## src/rtl/arf_pkg.sv

```systemverilog
// shared constants, types and helpers for the converter result formatter
package arf_pkg;

    // ****************************************
    // widths
    // ****************************************
    localparam int ARF_SAMPLE_W = 12;
    localparam int ARF_RESULT_W = 16;
    localparam int ARF_ADDR_W   = 8;
    localparam int ARF_DATA_W   = 32;
    localparam int ARF_CNT_W    = 4;
    localparam int ARF_RPT_W    = 2;

    // ****************************************
    // register byte offsets
    // ****************************************
    localparam logic [7:0] ARF_OFF_CTRL   = 8'h00;
    localparam logic [7:0] ARF_OFF_CFG    = 8'h04;
    localparam logic [7:0] ARF_OFF_RES_HI = 8'h08;
    localparam logic [7:0] ARF_OFF_RES_LO = 8'h0C;
    localparam logic [7:0] ARF_OFF_STATUS = 8'h10;

    // ****************************************
    // field positions
    // ****************************************
    localparam int ARF_RESTART_BIT = 1;
    localparam int ARF_LJST_BIT    = 2;
    localparam int ARF_RPT_LSB     = 0;
    localparam int ARF_CNT_LSB     = 0;
    localparam int ARF_BUSY_BIT    = 4;
    localparam int ARF_VALID_BIT   = 8;
    localparam int ARF_OVR_BIT     = 9;
    localparam int ARF_LJST_SHIFT  = 4;

    // ****************************************
    // reset values
    // ****************************************
    localparam logic             ARF_LJST_RST   = 1'b0;
    localparam logic [1:0]       ARF_RPT_RST    = 2'h0;
    localparam logic [15:0]      ARF_RESULT_RST = 16'h0000;
    localparam logic [31:0]      ARF_RDATA_RST  = 32'h00000000;

    // ****************************************
    // types
    // ****************************************
    typedef enum logic [1:0]
    {
        ARF_RPT_1  = 2'h0,
        ARF_RPT_4  = 2'h1,
        ARF_RPT_8  = 2'h2,
        ARF_RPT_16 = 2'h3
    } arf_rpt_t;

    typedef enum logic [1:0]
    {
        ARF_ST_IDLE = 2'b01,
        ARF_ST_ACC  = 2'b10
    } arf_state_t;

    typedef struct packed
    {
        logic                  psel;
        logic                  penable;
        logic                  pwrite;
        logic [ARF_ADDR_W-1:0] paddr;
        logic [ARF_DATA_W-1:0] pwdata;
    } arf_apb_req_t;

    typedef struct packed
    {
        logic                  pready;
        logic [ARF_DATA_W-1:0] prdata;
        logic                  pslverr;
    } arf_apb_rsp_t;

    // index of the last sample in a series for a repeat selection
    function automatic logic [ARF_CNT_W-1:0] arf_rpt_last(input arf_rpt_t r);
        case (r)
            ARF_RPT_4:  arf_rpt_last = 4'h3;
            ARF_RPT_8:  arf_rpt_last = 4'h7;
            ARF_RPT_16: arf_rpt_last = 4'hF;
            default:    arf_rpt_last = 4'h0;
        endcase
    endfunction

endpackage

```

## src/rtl/arf_accum.sv

```systemverilog
// series accumulator: sums converter samples and publishes per series
`timescale 1ns/1ps
module arf_accum
    import arf_pkg::*;
#(
    parameter int SAMPLE_W = ARF_SAMPLE_W,
    parameter int RESULT_W = ARF_RESULT_W
)
(
    input  wire logic                 i_clk_sys,
    input  wire logic                 i_rst_n,
    input  wire logic                 i_sample_vld,
    input  wire logic [SAMPLE_W-1:0]  i_sample,
    input  wire arf_rpt_t             i_rpt,
    input  wire logic                 i_restart,
    output logic                      o_pub,
    output logic                      o_single,
    output logic [RESULT_W-1:0]       o_sum,
    output logic [ARF_CNT_W-1:0]      o_count,
    output logic                      o_busy
);

    arf_state_t             state_r;
    logic [RESULT_W-1:0]    acc_r;
    logic [RESULT_W-1:0]    sum_nxt;
    logic [RESULT_W-1:0]    samp_ext;
    logic [ARF_CNT_W-1:0]   last;

    assign samp_ext = RESULT_W'(i_sample);
    assign sum_nxt  = acc_r + samp_ext;
    assign last     = arf_rpt_last(i_rpt);
    assign o_busy   = (state_r == ARF_ST_ACC);

    // ****************************************
    // series sequencing
    // ****************************************
    always_ff @(posedge i_clk_sys)
    begin
        if (!i_rst_n)
        begin
            state_r <= ARF_ST_IDLE;
            acc_r   <= '0;
            o_count <= '0;
        end
        else if (i_restart)
        begin
            // a restart drops any partial sum
            state_r <= ARF_ST_IDLE;
            acc_r   <= '0;
            o_count <= '0;
        end
        else if (i_sample_vld)
        begin
            case (state_r)
                ARF_ST_IDLE:
                begin
                    if (last != '0)
                    begin
                        // first sample loads, so series never mix
                        acc_r   <= samp_ext;
                        o_count <= 4'h1;
                        state_r <= ARF_ST_ACC;
                    end
                end
                ARF_ST_ACC:
                begin
                    if (o_count == last)
                    begin
                        acc_r   <= '0;
                        o_count <= '0;
                        state_r <= ARF_ST_IDLE;
                    end
                    else
                    begin
                        acc_r   <= sum_nxt;
                        o_count <= o_count + 4'h1;
                    end
                end
                default:
                begin
                    state_r <= ARF_ST_IDLE;
                    acc_r   <= '0;
                    o_count <= '0;
                end
            endcase
        end
    end

    // ****************************************
    // publish strobe and value
    // ****************************************
    always_ff @(posedge i_clk_sys)
    begin
        if (!i_rst_n)
        begin
            o_pub    <= 1'b0;
            o_single <= 1'b0;
            o_sum    <= '0;
        end
        else
        begin
            o_pub <= 1'b0;
            if (!i_restart && i_sample_vld)
            begin
                if (state_r == ARF_ST_IDLE && last == '0)
                begin
                    o_pub    <= 1'b1;
                    o_single <= 1'b1;
                    o_sum    <= samp_ext;
                end
                else if (state_r == ARF_ST_ACC && o_count == last)
                begin
                    o_pub    <= 1'b1;
                    o_single <= 1'b0;
                    o_sum    <= sum_nxt;
                end
            end
        end
    end

endmodule

```

## src/rtl/arf_top.sv

```systemverilog
// converter result formatter: APB registers, justification and publish
//
// The APB register port and the address map are this design's own decisions.
`timescale 1ns/1ps
module arf_top
    import arf_pkg::*;
#(
    parameter int SAMPLE_W = ARF_SAMPLE_W,
    parameter int RESULT_W = ARF_RESULT_W
)
(
    input  wire logic                 i_clk_sys,
    input  wire logic                 i_rst_n,
    input  wire arf_apb_req_t         i_apb_req,
    input  wire logic                 i_conv_done,
    input  wire logic [SAMPLE_W-1:0]  i_conv_code,
    output arf_apb_rsp_t              o_apb_rsp,
    output logic [RESULT_W-1:0]       o_result
);

    // ****************************************
    // elaboration check
    // ****************************************
    generate
        if (RESULT_W != 16 || SAMPLE_W + ARF_LJST_SHIFT > RESULT_W)
        begin : g_bad_width
            $error("arf_top: result must be 16 bits and hold 16 samples");
        end
    endgenerate

    // ****************************************
    // declarations
    // ****************************************
    logic                   ljst_r;
    arf_rpt_t               rpt_r;
    logic                   valid_r;
    logic                   ovr_r;
    logic                   restart_nxt;
    logic                   acc_pub;
    logic                   acc_single;
    logic [RESULT_W-1:0]    acc_sum;
    logic [ARF_CNT_W-1:0]   acc_count;
    logic                   acc_busy;
    logic [RESULT_W-1:0]    fmt_nxt;
    logic                   apb_acc;
    logic                   wr_commit;
    logic                   rd_launch;
    logic                   clr_valid;
    logic                   clr_ovr;
    logic [ARF_DATA_W-1:0]  rdata_nxt;
    logic                   addr_err;
    logic [ARF_DATA_W-1:0]  wdata;

    // true when the request hits the given aligned word offset
    function automatic logic hit(input logic [ARF_ADDR_W-1:0] a,
                                 input logic [7:0] off);
        hit = (a == off);
    endfunction

    // ****************************************
    // bus phase decode
    // ****************************************
    // one wait state: pready rises in the second access cycle, so reads
    // are registered and every output stays a flip-flop
    assign apb_acc   = i_apb_req.psel & i_apb_req.penable;
    assign rd_launch = apb_acc & ~o_apb_rsp.pready;
    assign wr_commit = apb_acc & o_apb_rsp.pready & i_apb_req.pwrite
                       & ~o_apb_rsp.pslverr;
    assign wdata     = i_apb_req.pwdata;

    always_comb
    begin
        addr_err = 1'b1;
        if (hit(i_apb_req.paddr, ARF_OFF_CTRL)
            || hit(i_apb_req.paddr, ARF_OFF_CFG)
            || hit(i_apb_req.paddr, ARF_OFF_STATUS))
        begin
            addr_err = 1'b0;
        end
        else if (hit(i_apb_req.paddr, ARF_OFF_RES_HI)
                 || hit(i_apb_req.paddr, ARF_OFF_RES_LO))
        begin
            // result bytes are read-only; a write is an error
            addr_err = i_apb_req.pwrite;
        end
    end

    // ****************************************
    // control and config registers
    // ****************************************
    always_ff @(posedge i_clk_sys)
    begin
        if (!i_rst_n)
        begin
            ljst_r <= ARF_LJST_RST;
        end
        else if (wr_commit && hit(i_apb_req.paddr, ARF_OFF_CTRL))
        begin
            ljst_r <= wdata[ARF_LJST_BIT];
        end
    end

    always_ff @(posedge i_clk_sys)
    begin
        if (!i_rst_n)
        begin
            rpt_r <= arf_rpt_t'(ARF_RPT_RST);
        end
        else if (wr_commit && hit(i_apb_req.paddr, ARF_OFF_CFG))
        begin
            rpt_r <= arf_rpt_t'(wdata[ARF_RPT_LSB +: ARF_RPT_W]);
        end
    end

    // a new repeat setting or an explicit restart starts a fresh series
    always_comb
    begin
        restart_nxt = 1'b0;
        if (wr_commit && hit(i_apb_req.paddr, ARF_OFF_CFG))
        begin
            restart_nxt = 1'b1;
        end
        else if (wr_commit && hit(i_apb_req.paddr, ARF_OFF_CTRL)
                 && wdata[ARF_RESTART_BIT])
        begin
            restart_nxt = 1'b1;
        end
    end

    // ****************************************
    // accumulator
    // ****************************************
    arf_accum #(
        .SAMPLE_W (SAMPLE_W),
        .RESULT_W (RESULT_W)
    ) u_accum (
        .i_clk_sys    (i_clk_sys),
        .i_rst_n      (i_rst_n),
        .i_sample_vld (i_conv_done),
        .i_sample     (i_conv_code),
        .i_rpt        (rpt_r),
        .i_restart    (restart_nxt),
        .o_pub        (acc_pub),
        .o_single     (acc_single),
        .o_sum        (acc_sum),
        .o_count      (acc_count),
        .o_busy       (acc_busy)
    );

    // ****************************************
    // justification
    // ****************************************
    always_comb
    begin
        // series sums are always right-justified; software is expected
        // to keep justify clear then, and the hardware does not rely on it
        fmt_nxt = acc_sum;
        if (acc_single)
        begin
            if (ljst_r)
            begin
                fmt_nxt = {acc_sum[SAMPLE_W-1:0],
                           {(RESULT_W-SAMPLE_W){1'b0}}};
            end
            else
            begin
                fmt_nxt = {{(RESULT_W-SAMPLE_W){1'b0}},
                           acc_sum[SAMPLE_W-1:0]};
            end
        end
    end

    // ****************************************
    // result register
    // ****************************************
    always_ff @(posedge i_clk_sys)
    begin
        if (!i_rst_n)
        begin
            o_result <= ARF_RESULT_RST;
        end
        else if (acc_pub)
        begin
            o_result <= fmt_nxt;
        end
    end

    // ****************************************
    // status flags
    // ****************************************
    assign clr_valid = wr_commit && hit(i_apb_req.paddr, ARF_OFF_STATUS)
                       && wdata[ARF_VALID_BIT];
    assign clr_ovr   = wr_commit && hit(i_apb_req.paddr, ARF_OFF_STATUS)
                       && wdata[ARF_OVR_BIT];

    // a publish in the clearing cycle keeps the flag set
    always_ff @(posedge i_clk_sys)
    begin
        if (!i_rst_n)
        begin
            valid_r <= 1'b0;
        end
        else if (acc_pub)
        begin
            valid_r <= 1'b1;
        end
        else if (clr_valid)
        begin
            valid_r <= 1'b0;
        end
    end

    // overrun marks a result replaced before software acknowledged it
    always_ff @(posedge i_clk_sys)
    begin
        if (!i_rst_n)
        begin
            ovr_r <= 1'b0;
        end
        else if (acc_pub && valid_r && !clr_valid)
        begin
            ovr_r <= 1'b1;
        end
        else if (clr_ovr)
        begin
            ovr_r <= 1'b0;
        end
    end

    // ****************************************
    // read mux
    // ****************************************
    always_comb
    begin
        rdata_nxt = '0;
        if (hit(i_apb_req.paddr, ARF_OFF_CTRL))
        begin
            rdata_nxt[ARF_LJST_BIT] = ljst_r;
        end
        else if (hit(i_apb_req.paddr, ARF_OFF_CFG))
        begin
            rdata_nxt[ARF_RPT_LSB +: ARF_RPT_W] = rpt_r;
        end
        else if (hit(i_apb_req.paddr, ARF_OFF_RES_HI))
        begin
            rdata_nxt[7:0] = o_result[15:8];
        end
        else if (hit(i_apb_req.paddr, ARF_OFF_RES_LO))
        begin
            rdata_nxt[7:0] = o_result[7:0];
        end
        else if (hit(i_apb_req.paddr, ARF_OFF_STATUS))
        begin
            rdata_nxt[ARF_CNT_LSB +: ARF_CNT_W] = acc_count;
            rdata_nxt[ARF_BUSY_BIT]             = acc_busy;
            rdata_nxt[ARF_VALID_BIT]            = valid_r;
            rdata_nxt[ARF_OVR_BIT]              = ovr_r;
        end
    end

    // ****************************************
    // bus response
    // ****************************************
    always_ff @(posedge i_clk_sys)
    begin
        if (!i_rst_n)
        begin
            o_apb_rsp.pready <= 1'b0;
        end
        else
        begin
            o_apb_rsp.pready <= rd_launch;
        end
    end

    always_ff @(posedge i_clk_sys)
    begin
        if (!i_rst_n)
        begin
            o_apb_rsp.prdata  <= ARF_RDATA_RST;
            o_apb_rsp.pslverr <= 1'b0;
        end
        else if (rd_launch)
        begin
            o_apb_rsp.pslverr <= addr_err;
            if (i_apb_req.pwrite || addr_err)
            begin
                o_apb_rsp.prdata <= ARF_RDATA_RST;
            end
            else
            begin
                o_apb_rsp.prdata <= rdata_nxt;
            end
        end
        else if (!apb_acc)
        begin
            o_apb_rsp.pslverr <= 1'b0;
        end
    end

endmodule

```

## config.mk

```make
export PLATFORM = sky130hd
export DESIGN_NAME = arf_top
export DESIGN_NICKNAME = d
export VERILOG_FILES = /design/src/rtl/arf_pkg.sv /design/src/rtl/arf_accum.sv /design/src/rtl/arf_top.sv
export SDC_FILE = /design/constraint.sdc
export NUM_CORES = 1
export LEC_CHECK = 0
export BUFFER_PORTS_ARGS = -buffer_cell sky130_fd_sc_hd__clkbuf_2
export CORE_MARGIN = 10
export CORE_UTILIZATION = 49
export DETAILED_ROUTE_END_ITERATION = 10
export GPL_ROUTABILITY_DRIVEN = 0
export PLACE_DENSITY = 0.77
export SLEW_MARGIN = 0
export SYNTH_ARGS = -nofsm -noshare
export SYNTH_HDL_FRONTEND = slang
export SYNTH_SLANG_ARGS = --single-unit
```

## constraint.sdc

```tcl
create_clock -name i_clk_sys -period 2.1 [get_ports i_clk_sys]
set_input_delay 0.105 -clock i_clk_sys [delete_from_list [all_inputs] [get_ports i_clk_sys]]
set_output_delay 0.105 -clock i_clk_sys [all_outputs]
set_load 0.1 [all_outputs]
```

## Yosys cells after proc, flatten, opt, wreduce, memory -nomap -nowiden

Index checks and enable logic that the tools add are counted.
Widths: inputs -> output; s select.

- Input bits: 58
- Flip-flop bits (word level): 95

- Reduce and logical (&&, ||, !) cells: 28
- Add/sub/neg operators: 2
- Bitwise gates (word level): 8
- Multiplexer cells: 41
- Eq/ne operators: 13

Operators with widths:

| cell | number |
|---|---|
| $mux 16 | 6 |
| $pmux 16 s2 | 1 |
| $add 16x12->16 | 1 |
| $eq 8x4->1 const B | 2 |
| $mux 8 | 2 |
| $mux 1 | 15 |
| $mux 2 | 7 |
| $pmux 4 s3 | 1 |
| $logic_and 1x1->1 | 11 |
| $mux 10 | 1 |
| $mux 5 | 2 |
| $eq 8x3->1 const B | 1 |
| $eq 8x5->1 const B | 1 |
| $logic_not 8->1 | 1 |
| $mux 4 | 2 |
| $pmux 4 s2 | 1 |
| $mux 7 | 1 |
| $eq 2x2->1 const B | 3 |
| $ne 2x1->1 const B | 3 |
| $reduce_and 2->1 | 3 |
| $reduce_bool 2->1 | 3 |
| $and 1x1->1 | 5 |
| $add 4x1->4 const B | 1 |
| $eq 2x1->1 const B | 2 |
| other kinds (10) | 16 |

## Logic depth before layout (Yosys ltp)

Gate-level depths: netlist of run 1.

- Word-level depth: 11
- Depth in mapped cells: 9
- Mapped depth without buffers: 9

## Cells and area by module

A second synthesis of run 1 with hierarchy kept.

- Cells, all modules: 517
- Area, all modules: 4229.1 um^2

Modules (own cells, without submodules):

| module | times used | seq. area each (um^2) | area an instance (um^2) | cells each |
|---|---|---|---|---|
| arf_accum | 1 | 800.8 | 2403.6 | 292 |
| arf_top | 1 | 660.6 | 1825.5 | 225 |

## Worst setup path before layout of run 1

Ideal clock, no wire load.

- Kind: reg-to-reg
- Start point: register o_apb_rsp[33] (netlist bit)
- End point: register u_accum.acc_r[12]
- Cell stages (with the launch flop): 6
- Arrival: 2230 ps
- Period minus slack after synthesis: 2344 ps
- Library setup time: 115 ps
- Data required time: 1985 ps
- Path slack: -244 ps
- Cell sequence: dfxtp_1 -> nand2b_1 -> o41ai_4 -> and2b_1 -> a21oi_1 -> o21ba_1

- Cells in the longest elaborated chain, start to end: 8

RTL lines:

| what | RTL line | RTL |
|---|---|---|
| from (decl) | arf_top.sv:17 | `output arf_apb_rsp_t o_apb_rsp,` |
| $and 1x1->1 (*) (2 in a row) | arf_top.sv:67 | `assign wr_commit = apb_acc & o_apb_rsp.pready & i_apb_req.pwrite` |
| $and 1x1->1 (*) | arf_top.sv:68 | `& ~o_apb_rsp.pslverr;` |
| $logic_and 1x1->1 | arf_top.sv:123 | `else if (wr_commit && hit(i_apb_req.paddr, ARF_OFF_CTRL)` |
| $logic_and 1x1->1 | arf_top.sv:124 | `&& wdata[ARF_RESTART_BIT])` |
| $mux 1 | arf_top.sv:123 |  |
| $mux 1 (*) | arf_top.sv:119 | `if (wr_commit && hit(i_apb_req.paddr, ARF_OFF_CFG))` |
| $reduce_or 2->1 (no source line) (*) | -- |  |
| to (signal assigned) | arf_accum.sv:60 | `acc_r <= samp_ext;` |
| to (signal assigned) | arf_accum.sv:75 | `acc_r <= sum_nxt;` |
| to (decl) | arf_accum.sv:24 | `logic [RESULT_W-1:0] acc_r;` |

Mark *: on every way between the ends. The rest lies on a longest branch, timed or not.
A chain may end at the register's enable or synchronous reset.

## Final worst setup path of run 1

- Start point: register u_accum.acc_r[4]
- End point: register u_accum.o_sum[8]

- Cells in the longest elaborated chain, start to end: 3

RTL lines:

| what | RTL line | RTL |
|---|---|---|
| $add 16x12->16 | arf_accum.sv:30 | `assign sum_nxt = acc_r + samp_ext;` |
| $mux 16 | arf_accum.sv:111 | `else if (state_r == ARF_ST_ACC && o_count == last)` |
| $mux 16 | arf_accum.sv:105 | `if (state_r == ARF_ST_IDLE && last == '0)` |
| to (signal assigned) | arf_accum.sv:109 | `o_sum <= samp_ext;` |
| to (signal assigned) | arf_accum.sv:115 | `o_sum <= sum_nxt;` |
| to (decl) | arf_accum.sv:18 | `output logic [RESULT_W-1:0] o_sum,` |

Every way passes these cells. The select of a mux whose other input is x is not followed.

==> results of run 1 <==
routing by layer:
layer	up-vias	share of wire (%)
met5	-	0
met4	0	2.0
met2	149	46
li1	1942	-
met3	18	7.7
met1	1915	45
power groups by stage:
stage          clock [W]  sequential (W)  combinational, W
2_1_floorplan          0         0.00173          0.000635
3_3_place_gp           0         0.00156          0.000971
3_5_place_dp           0         0.00157          0.000987
4_1_cts          0.00127         0.00153           0.00100
5_1_grt          0.00133         0.00155           0.00109
6_report         0.00125         0.00154           0.00101
worst min-delay path, cell delays in order:
cell      delay [ns]
clkbuf_2        0.08
mux2i_1         0.06
nor2b_1         0.09
registers in the layout, summed over array words and instances (netlist names), 2 cells and up:
| signal | cells |
|---|---|
| o_apb_rsp | 12 |
| rpt_r | 2 |
| u_accum.acc_r | 16 |
| u_accum.o_count | 4 |
| u_accum.o_sum | 16 |
| o_result | 16 |
| u_accum.state_r | 2 |
layout by cell type, fill, tap and decap left out, types with 4 or more instances in the layout:
master,n
ha_1,14
clkbuf_2,58
conb_1,22
o21a_1,4
nor2b_1,13
o211a_1,16
a222oi_1,8
xnor2_1,10
and2_1,10
nand2b_1,10
xor2_1,6
nor3_1,4
a22oi_1,8
mux2i_1,13
nand2_1,50
inv_1,12
a21boi_0,7
clkbuf_8,9
nor2_1,24
o21ai_0,18
nand3_1,38
a21oi_1,18
buf_4,24
nand4_1,7
o22ai_1,5
nand3b_1,8
a31oi_1,7
dfxtp_1,70
area by class of cell:
type                            count  area, um^2
Multi-Input combinational cell    388        2644
Inverter                           13       48.80
Tap cell                          108       135.1
Timing Repair Buffer               87       543.0
Sequential cell                    73        1465
Clock inverter                      7       101.3
Clock buffer                        9       123.9
Fill cell                         764        3575
per-stage QoR:
step	setup TNS (ns)	util [%]
floorplan	0	-
global placement	-0.3092	54.80
detailed placement	-0.6876	54.80
CTS	0	58.03
global route	-0.1014	58.61
finish	0	58.61
worst paths after layout:
kind / from / end / slack (ns) / depth (start not counted)
worst min register to register: o_apb_rsp[10] / o_apb_rsp[10] / 0.46 / 2
worst max register to register: u_accum.acc_r[4] / u_accum.o_sum[8] / 0.07 / 8
worst max-delay path: u_accum.acc_r[4] / u_accum.o_sum[8] / 0.07 / 8
worst min-delay path: i_apb_req[0] / rpt_r[0] / 0.02 / 3
repair_timing:
action / CTS / global route
hold endpoints to repair: 1 / 0
setup buffers: 3 / 1
pin swaps: 3 / 6
setup endpoints to repair: 8 / 13
resized for setup: 6 / 15
hold buffers: 1 / 0
logic make-up (layout without fill, tap and decap cells):
kind of cell               count (synthesis)  after routing  synth area share (%)
and+or+nand+nor                          185            185                 22.65
AOI/OAI and AO/OA                        135            135                 23.90
DFF                                       73             73                 33.84
buffers and inverters                     66            116                 8.198
adders and majority gates                 16             16                 4.809
xor gates and xnor gates                  16             16                 3.244
muxes                                     14             14                 3.273
other                                      1             22               0.08682
==> flow_metrics.py, run 1 <==
metrics = {
    "layout": {
        "nets": 646,
        "area_growth_syn_to_layout_pct": 17.18,
        "final_area_um2": 5061,
        "fin_cells": 685,
        "drive_above_1_share_pct": 23.05,
        "diodes": 0,
    },
    "sta": {
        "hold_slack_ns": 0.02250,
        "hold_violations": 0,
        "drv_slew": 0,
        "fmax_ghz": 0.4918,
        "finalWorstSetupSlack_ns": 0.06680,
        "relSlewSlack_pct": 63.21,
        "period_share_pct": 96.82,
        "max_slew.worst_pin.slew_ns": 0.5542,
        "layout_min_cycle_time_ns": 2.033,
        "rsz0062_at_grt": "true",
        "setup_viol": 0,
        "clock_skew_ns": 0.01353,
    },
    "setup_path": {
        "worstPathCellList": "ha_1 -> a21o_1 -> a21oi_1 -> nand2_1 -> a21boi_0 -> xor2_1 -> buf_4 -> o211ai_2",
        "crit_path_end_kind": "flop",
        "cp.required_ns": 2.34,
        "cpLargestDelayFamily": "compound AO/OA/AOI/OAI gates",
        "path_buf_inv": 1,
        "max_stage_delay_ns": 0.35,
        "crit_type": "flop to flop",
        "critPathLaunchType": "flop",
        "critPathSlowestCell": "ha_1",
        "arrival_ns": 2.27,
        "cp_max_fo": 5,
    },
    "floorplan": {
        "die_x_um": 113.9,
        "core-area_um2": 8636,
        "start_util_pct": 50.01,
        "rows": 34,
        "die_y_um": 113.9,
        "io_pins": 108,
        "dieArea_um2": 12970,
    },
    "synthesis": {
        "ys_seq_area_share_pct": 33.84,
        "synthArstFlopShare_pct": 0,
        "synth_area_leader_cell": "dfxtp_1",
        "yosysMostFrequentCell": "dfxtp_1",
        "avgSynthCellArea_um2": 8.536,
        "synth.distinct_cells": 67,
        "synth_warnings": 0,
        "yosys.area.top_type_share_pct": 33.84,
        "synth-edff-count": 0,
        "ys.flop_type": "dfxtp_1",
        "ys_seq_elements": 73,
        "synth_common_cells": "dfxtp_1, nand2_1, nand3_1, nor2_1, buf_4",
        "synth_area_um2": 4319,
        "synth.area.top_cells": "dfxtp_1, nand2_1, nand3_1, ha_1, buf_4",
        "syn_inst": 506,
    },
    "pwr": {
        "p_leak_nw": 2.175,
        "comb_power_share_pct": 26.7,
        "p_total_w": 0.003798,
        "power.internal_w": 0.002426,
        "p_clk_share_pct": 32.8,
        "p_seq_share_pct": 40.5,
        "swShare_pct": 36.11,
        "powerDensity_nw_per_um2": 750.4,
        "ir_drop_uv": 374.2,
        "p_switching_w": 0.001371,
    },
    "min_path": {
        "hold_path_class": "input port to flop",
    },
    "place": {
        "dpl.hpwl_um": 8354,
        "portBuffers": 58,
        "postPlaceCellArea_um2": 4732,
        "dp.cells": 665,
        "dp_slack_ns": -0.2031,
    },
    "clock_tree": {
        "clockBufferDepth": 2,
        "h-tree-depth": 3,
        "clock_latency_ns": 0.35,
        "cts_tree": "done",
        "cts_sinks": 73,
        "clk_pin_slew_ns": 0.08,
        "root_buffer": "clkbuf_8",
        "numCtsBuffers": 9,
    },
    "global_route": {
        "grt_pass1_vias": 3879,
        "antenna_found_initial": 0,
        "grt_util_met1_pct": 20.63,
        "grt.total_usage_pct": 16.87,
        "grt_overflow": 0,
        "grt_max_degree": 57,
        "met2_usage_pct": 27.26,
        "top_usage_layer": "met2",
        "globalRouteMet3Util_pct": 5.774,
        "grt_pass1_wl_um": 18550,
    },
    "routing": {
        "drtIter0Drc": 248,
        "vias_per_cell": 5.874,
        "vias": 4024,
        "wl_per_cell_um": 16.22,
        "wl_um": 11110,
        "first_pass_iters": 7,
        "drc": 0,
        "ant_nets": 0,
    },
    "job": {
        "drv_cap": 0,
    },
    "run_status": {
        "status": "finished clean",
    },
}
Note: power is estimated with default switching activity, not from simulation.
==> inputs of run 2 (changes only) <==
--- a/constraint.sdc
+++ b/constraint.sdc
@@ -3,2 +3,2 @@
 set_output_delay 0.105 -clock i_clk_sys [all_outputs]
-set_load 0.1 [all_outputs]
+set_load 0.02 [all_outputs]
==> run 2 against run 1 <==
  * First-iteration DRC count up 9.3%
  * Clock power about the same
  * Via count decreased by 1.5%
  * Combinational power down 27%
  * Worst setup slack lost 0.060 ns
  * Flip-flop and latch count stayed put
  * Global-route usage about the same
  * Clock-buffer cell count is the same
  * Critical path type unchanged
  * Highest routed layer unchanged
==> flow_metrics.py, run 2 (same netlist as run 1, synthesis figures left out) <==
metrics = {
    "floorplan": {
        "dieArea_um2": 12970,
        "die_x_um": 113.9,
        "rows": 34,
        "core-area_um2": 8636,
        "io_pins": 108,
        "die_y_um": 113.9,
        "start_util_pct": 50.01,
    },
    "clock_tree": {
        "hold_buffers": 0,
        "numCtsBuffers": 9,
        "clock_latency_ns": 0.35,
        "cts_sinks": 73,
        "root_buffer": "clkbuf_8",
        "h-tree-depth": 3,
        "clockBufferDepth": 2,
        "clk_pin_slew_ns": 0.08,
        "cts_tree": "done",
    },
    "run_status": {
        "status": "finished clean",
    },
    "routing": {
        "vias": 3965,
        "drc": 0,
        "first_pass_iters": 5,
        "drtIter0Drc": 271,
        "ant_nets": 0,
        "vias_per_cell": 5.788,
        "wl_um": 11420,
        "wl_per_cell_um": 16.67,
    },
    "global_route": {
        "grt_pass1_wl_um": 18290,
        "grt_overflow": 0,
        "grt.total_usage_pct": 16.84,
        "grt_pass1_vias": 3848,
        "grt_max_degree": 57,
        "antenna_found_initial": 0,
    },
    "setup_path": {
        "crit_path_end_kind": "flop",
        "max_stage_delay_ns": 0.43,
        "cp_max_fo": 2,
        "crit_type": "flop to flop",
        "path_buf_inv": 1,
        "cpLargestDelayFamily": "compound AO/OA/AOI/OAI gates",
        "worstPathCellList": "ha_4 -> inv_2 -> fa_2 -> nor2b_4 -> o2111ai_4 -> a211oi_4 -> o21ai_2 -> or3_1 -> o211ai_1",
        "arrival_ns": 2.37,
        "cp.required_ns": 2.38,
        "critPathSlowestCell": "fa_2",
        "critPathLaunchType": "flop",
    },
    "pwr": {
        "p_leak_nw": 2.172,
        "powerDensity_nw_per_um2": 687.7,
        "ir_drop_uv": 453.9,
    },
    "sta": {
        "period_share_pct": 99.68,
        "finalWorstSetupSlack_ns": 0.006795,
        "setup_viol": 0,
        "relSlewSlack_pct": 65.12,
        "layout_min_cycle_time_ns": 2.093,
        "max_slew.worst_pin.slew_ns": 0.5232,
        "clock_skew_ns": 0.007311,
        "drv_slew": 0,
        "hold_violations": 0,
        "hold_slack_ns": 0.02179,
        "fmax_ghz": 0.4777,
        "rsz0062_at_grt": "true",
    },
    "layout": {
        "fin_cells": 685,
        "nets": 646,
        "largest_registers": "o_result (16), u_accum.acc_r (16), u_accum.o_sum (16)",
        "final_area_um2": 5081,
        "final_common_cell": "dfxtp_1",
        "final_cell_mix": "dfxtp_1, clkbuf_2, nand2_1, nand3_1, buf_4",
        "drive_above_1_share_pct": 23.57,
        "post-route-util_pct": 58.84,
        "multiInputGateArea_um2": 2681,
        "area_growth_syn_to_layout_pct": 17.64,
        "seqCellArea_um2": 1464,
        "nFillCells": 754,
        "diodes": 0,
    },
    "place": {
        "dp.cells": 665,
        "dp_slack_ns": -0.1932,
        "postPlaceCellArea_um2": 4731,
        "portBuffers": 58,
        "dpl.hpwl_um": 8354,
    },
    "min_path": {
        "hold_path_class": "input port to flop",
    },
    "job": {
        "drv_cap": 0,
    },
}
==> run 2: cell count changes in the layout (fill, tap and decap cells not counted), sizes merged <==
cell / delta
clkinv: +3
dlygate4sd3: -1
buf: +1
inv: -2
clkinvlp: -1
==> run 2: final timing paths <==
kind	slack, ns	start	depth (start not counted)	endpoint
setup / recovery	0.007	u_accum.acc_r[0]	9	u_accum.acc_r[14]
hold / removal	0.02	i_apb_req[0]	3	rpt_r[0]
hold reg to reg	0.47	o_apb_rsp[2]	2	o_apb_rsp[2]
setup reg to reg	0.007	u_accum.acc_r[0]	9	u_accum.acc_r[14]
==> run 2: what timing repair did <==
item                                    CTS  global route
pin swaps                                 4            10
gates resized for setup                   9            15
setup buffers                             2             2
endpoints found under the setup margin    9            17
==> run 2: worst min-delay path, stage by stage <==
cell and delay (ns):
clkbuf_2 0.07, mux2i_1 0.06, nor2b_1 0.10
==> run 2: layout make-up <==
type / count / share of cell area [%]
Multi-Input combinational cell: 388 / 52.77
Sequential cell: 73 / 28.81
Timing Repair Buffer: 87 / 10.49
Tap cell: 108 / 2.659
Clock buffer: 9 / 2.438
Clock inverter: 7 / 1.871
Inverter: 13 / 0.9604
==> run 2: power by group <==
group / leakage (nW) / switching, W / internal [W] / total, W
Combinational: 1.47 / 0.000452 / 0.000288 / 0.000740
Clock: 0.109 / 0.000550 / 0.000668 / 0.00122
Sequential: 0.594 / 0.0000688 / 0.00147 / 0.00154
==> run 2: routing by layer <==
metal / vias to the layer above / wire length (um) / share of wire (%) / track usage, %
li1: 1938 / - / - / -
met1: 1873 / 4994 / 44 / 21.15
met2: 138 / 5462 / 48 / 27.19
met3: 16 / 766 / 6.7 / 4.462
met4: 0 / 198 / 1.7 / 5.931
met5: - / 0 / 0 / 0
==> run 2: stage by stage <==
step | TNS, ns | power, W
floorplan | 0 | 0.002074
global placement | -0.3147 | 0.002240
detailed placement | -0.6745 | 0.002263
CTS | 0 | 0.003480
global route | -0.4207 | 0.003646
finish | 0 | 0.003494
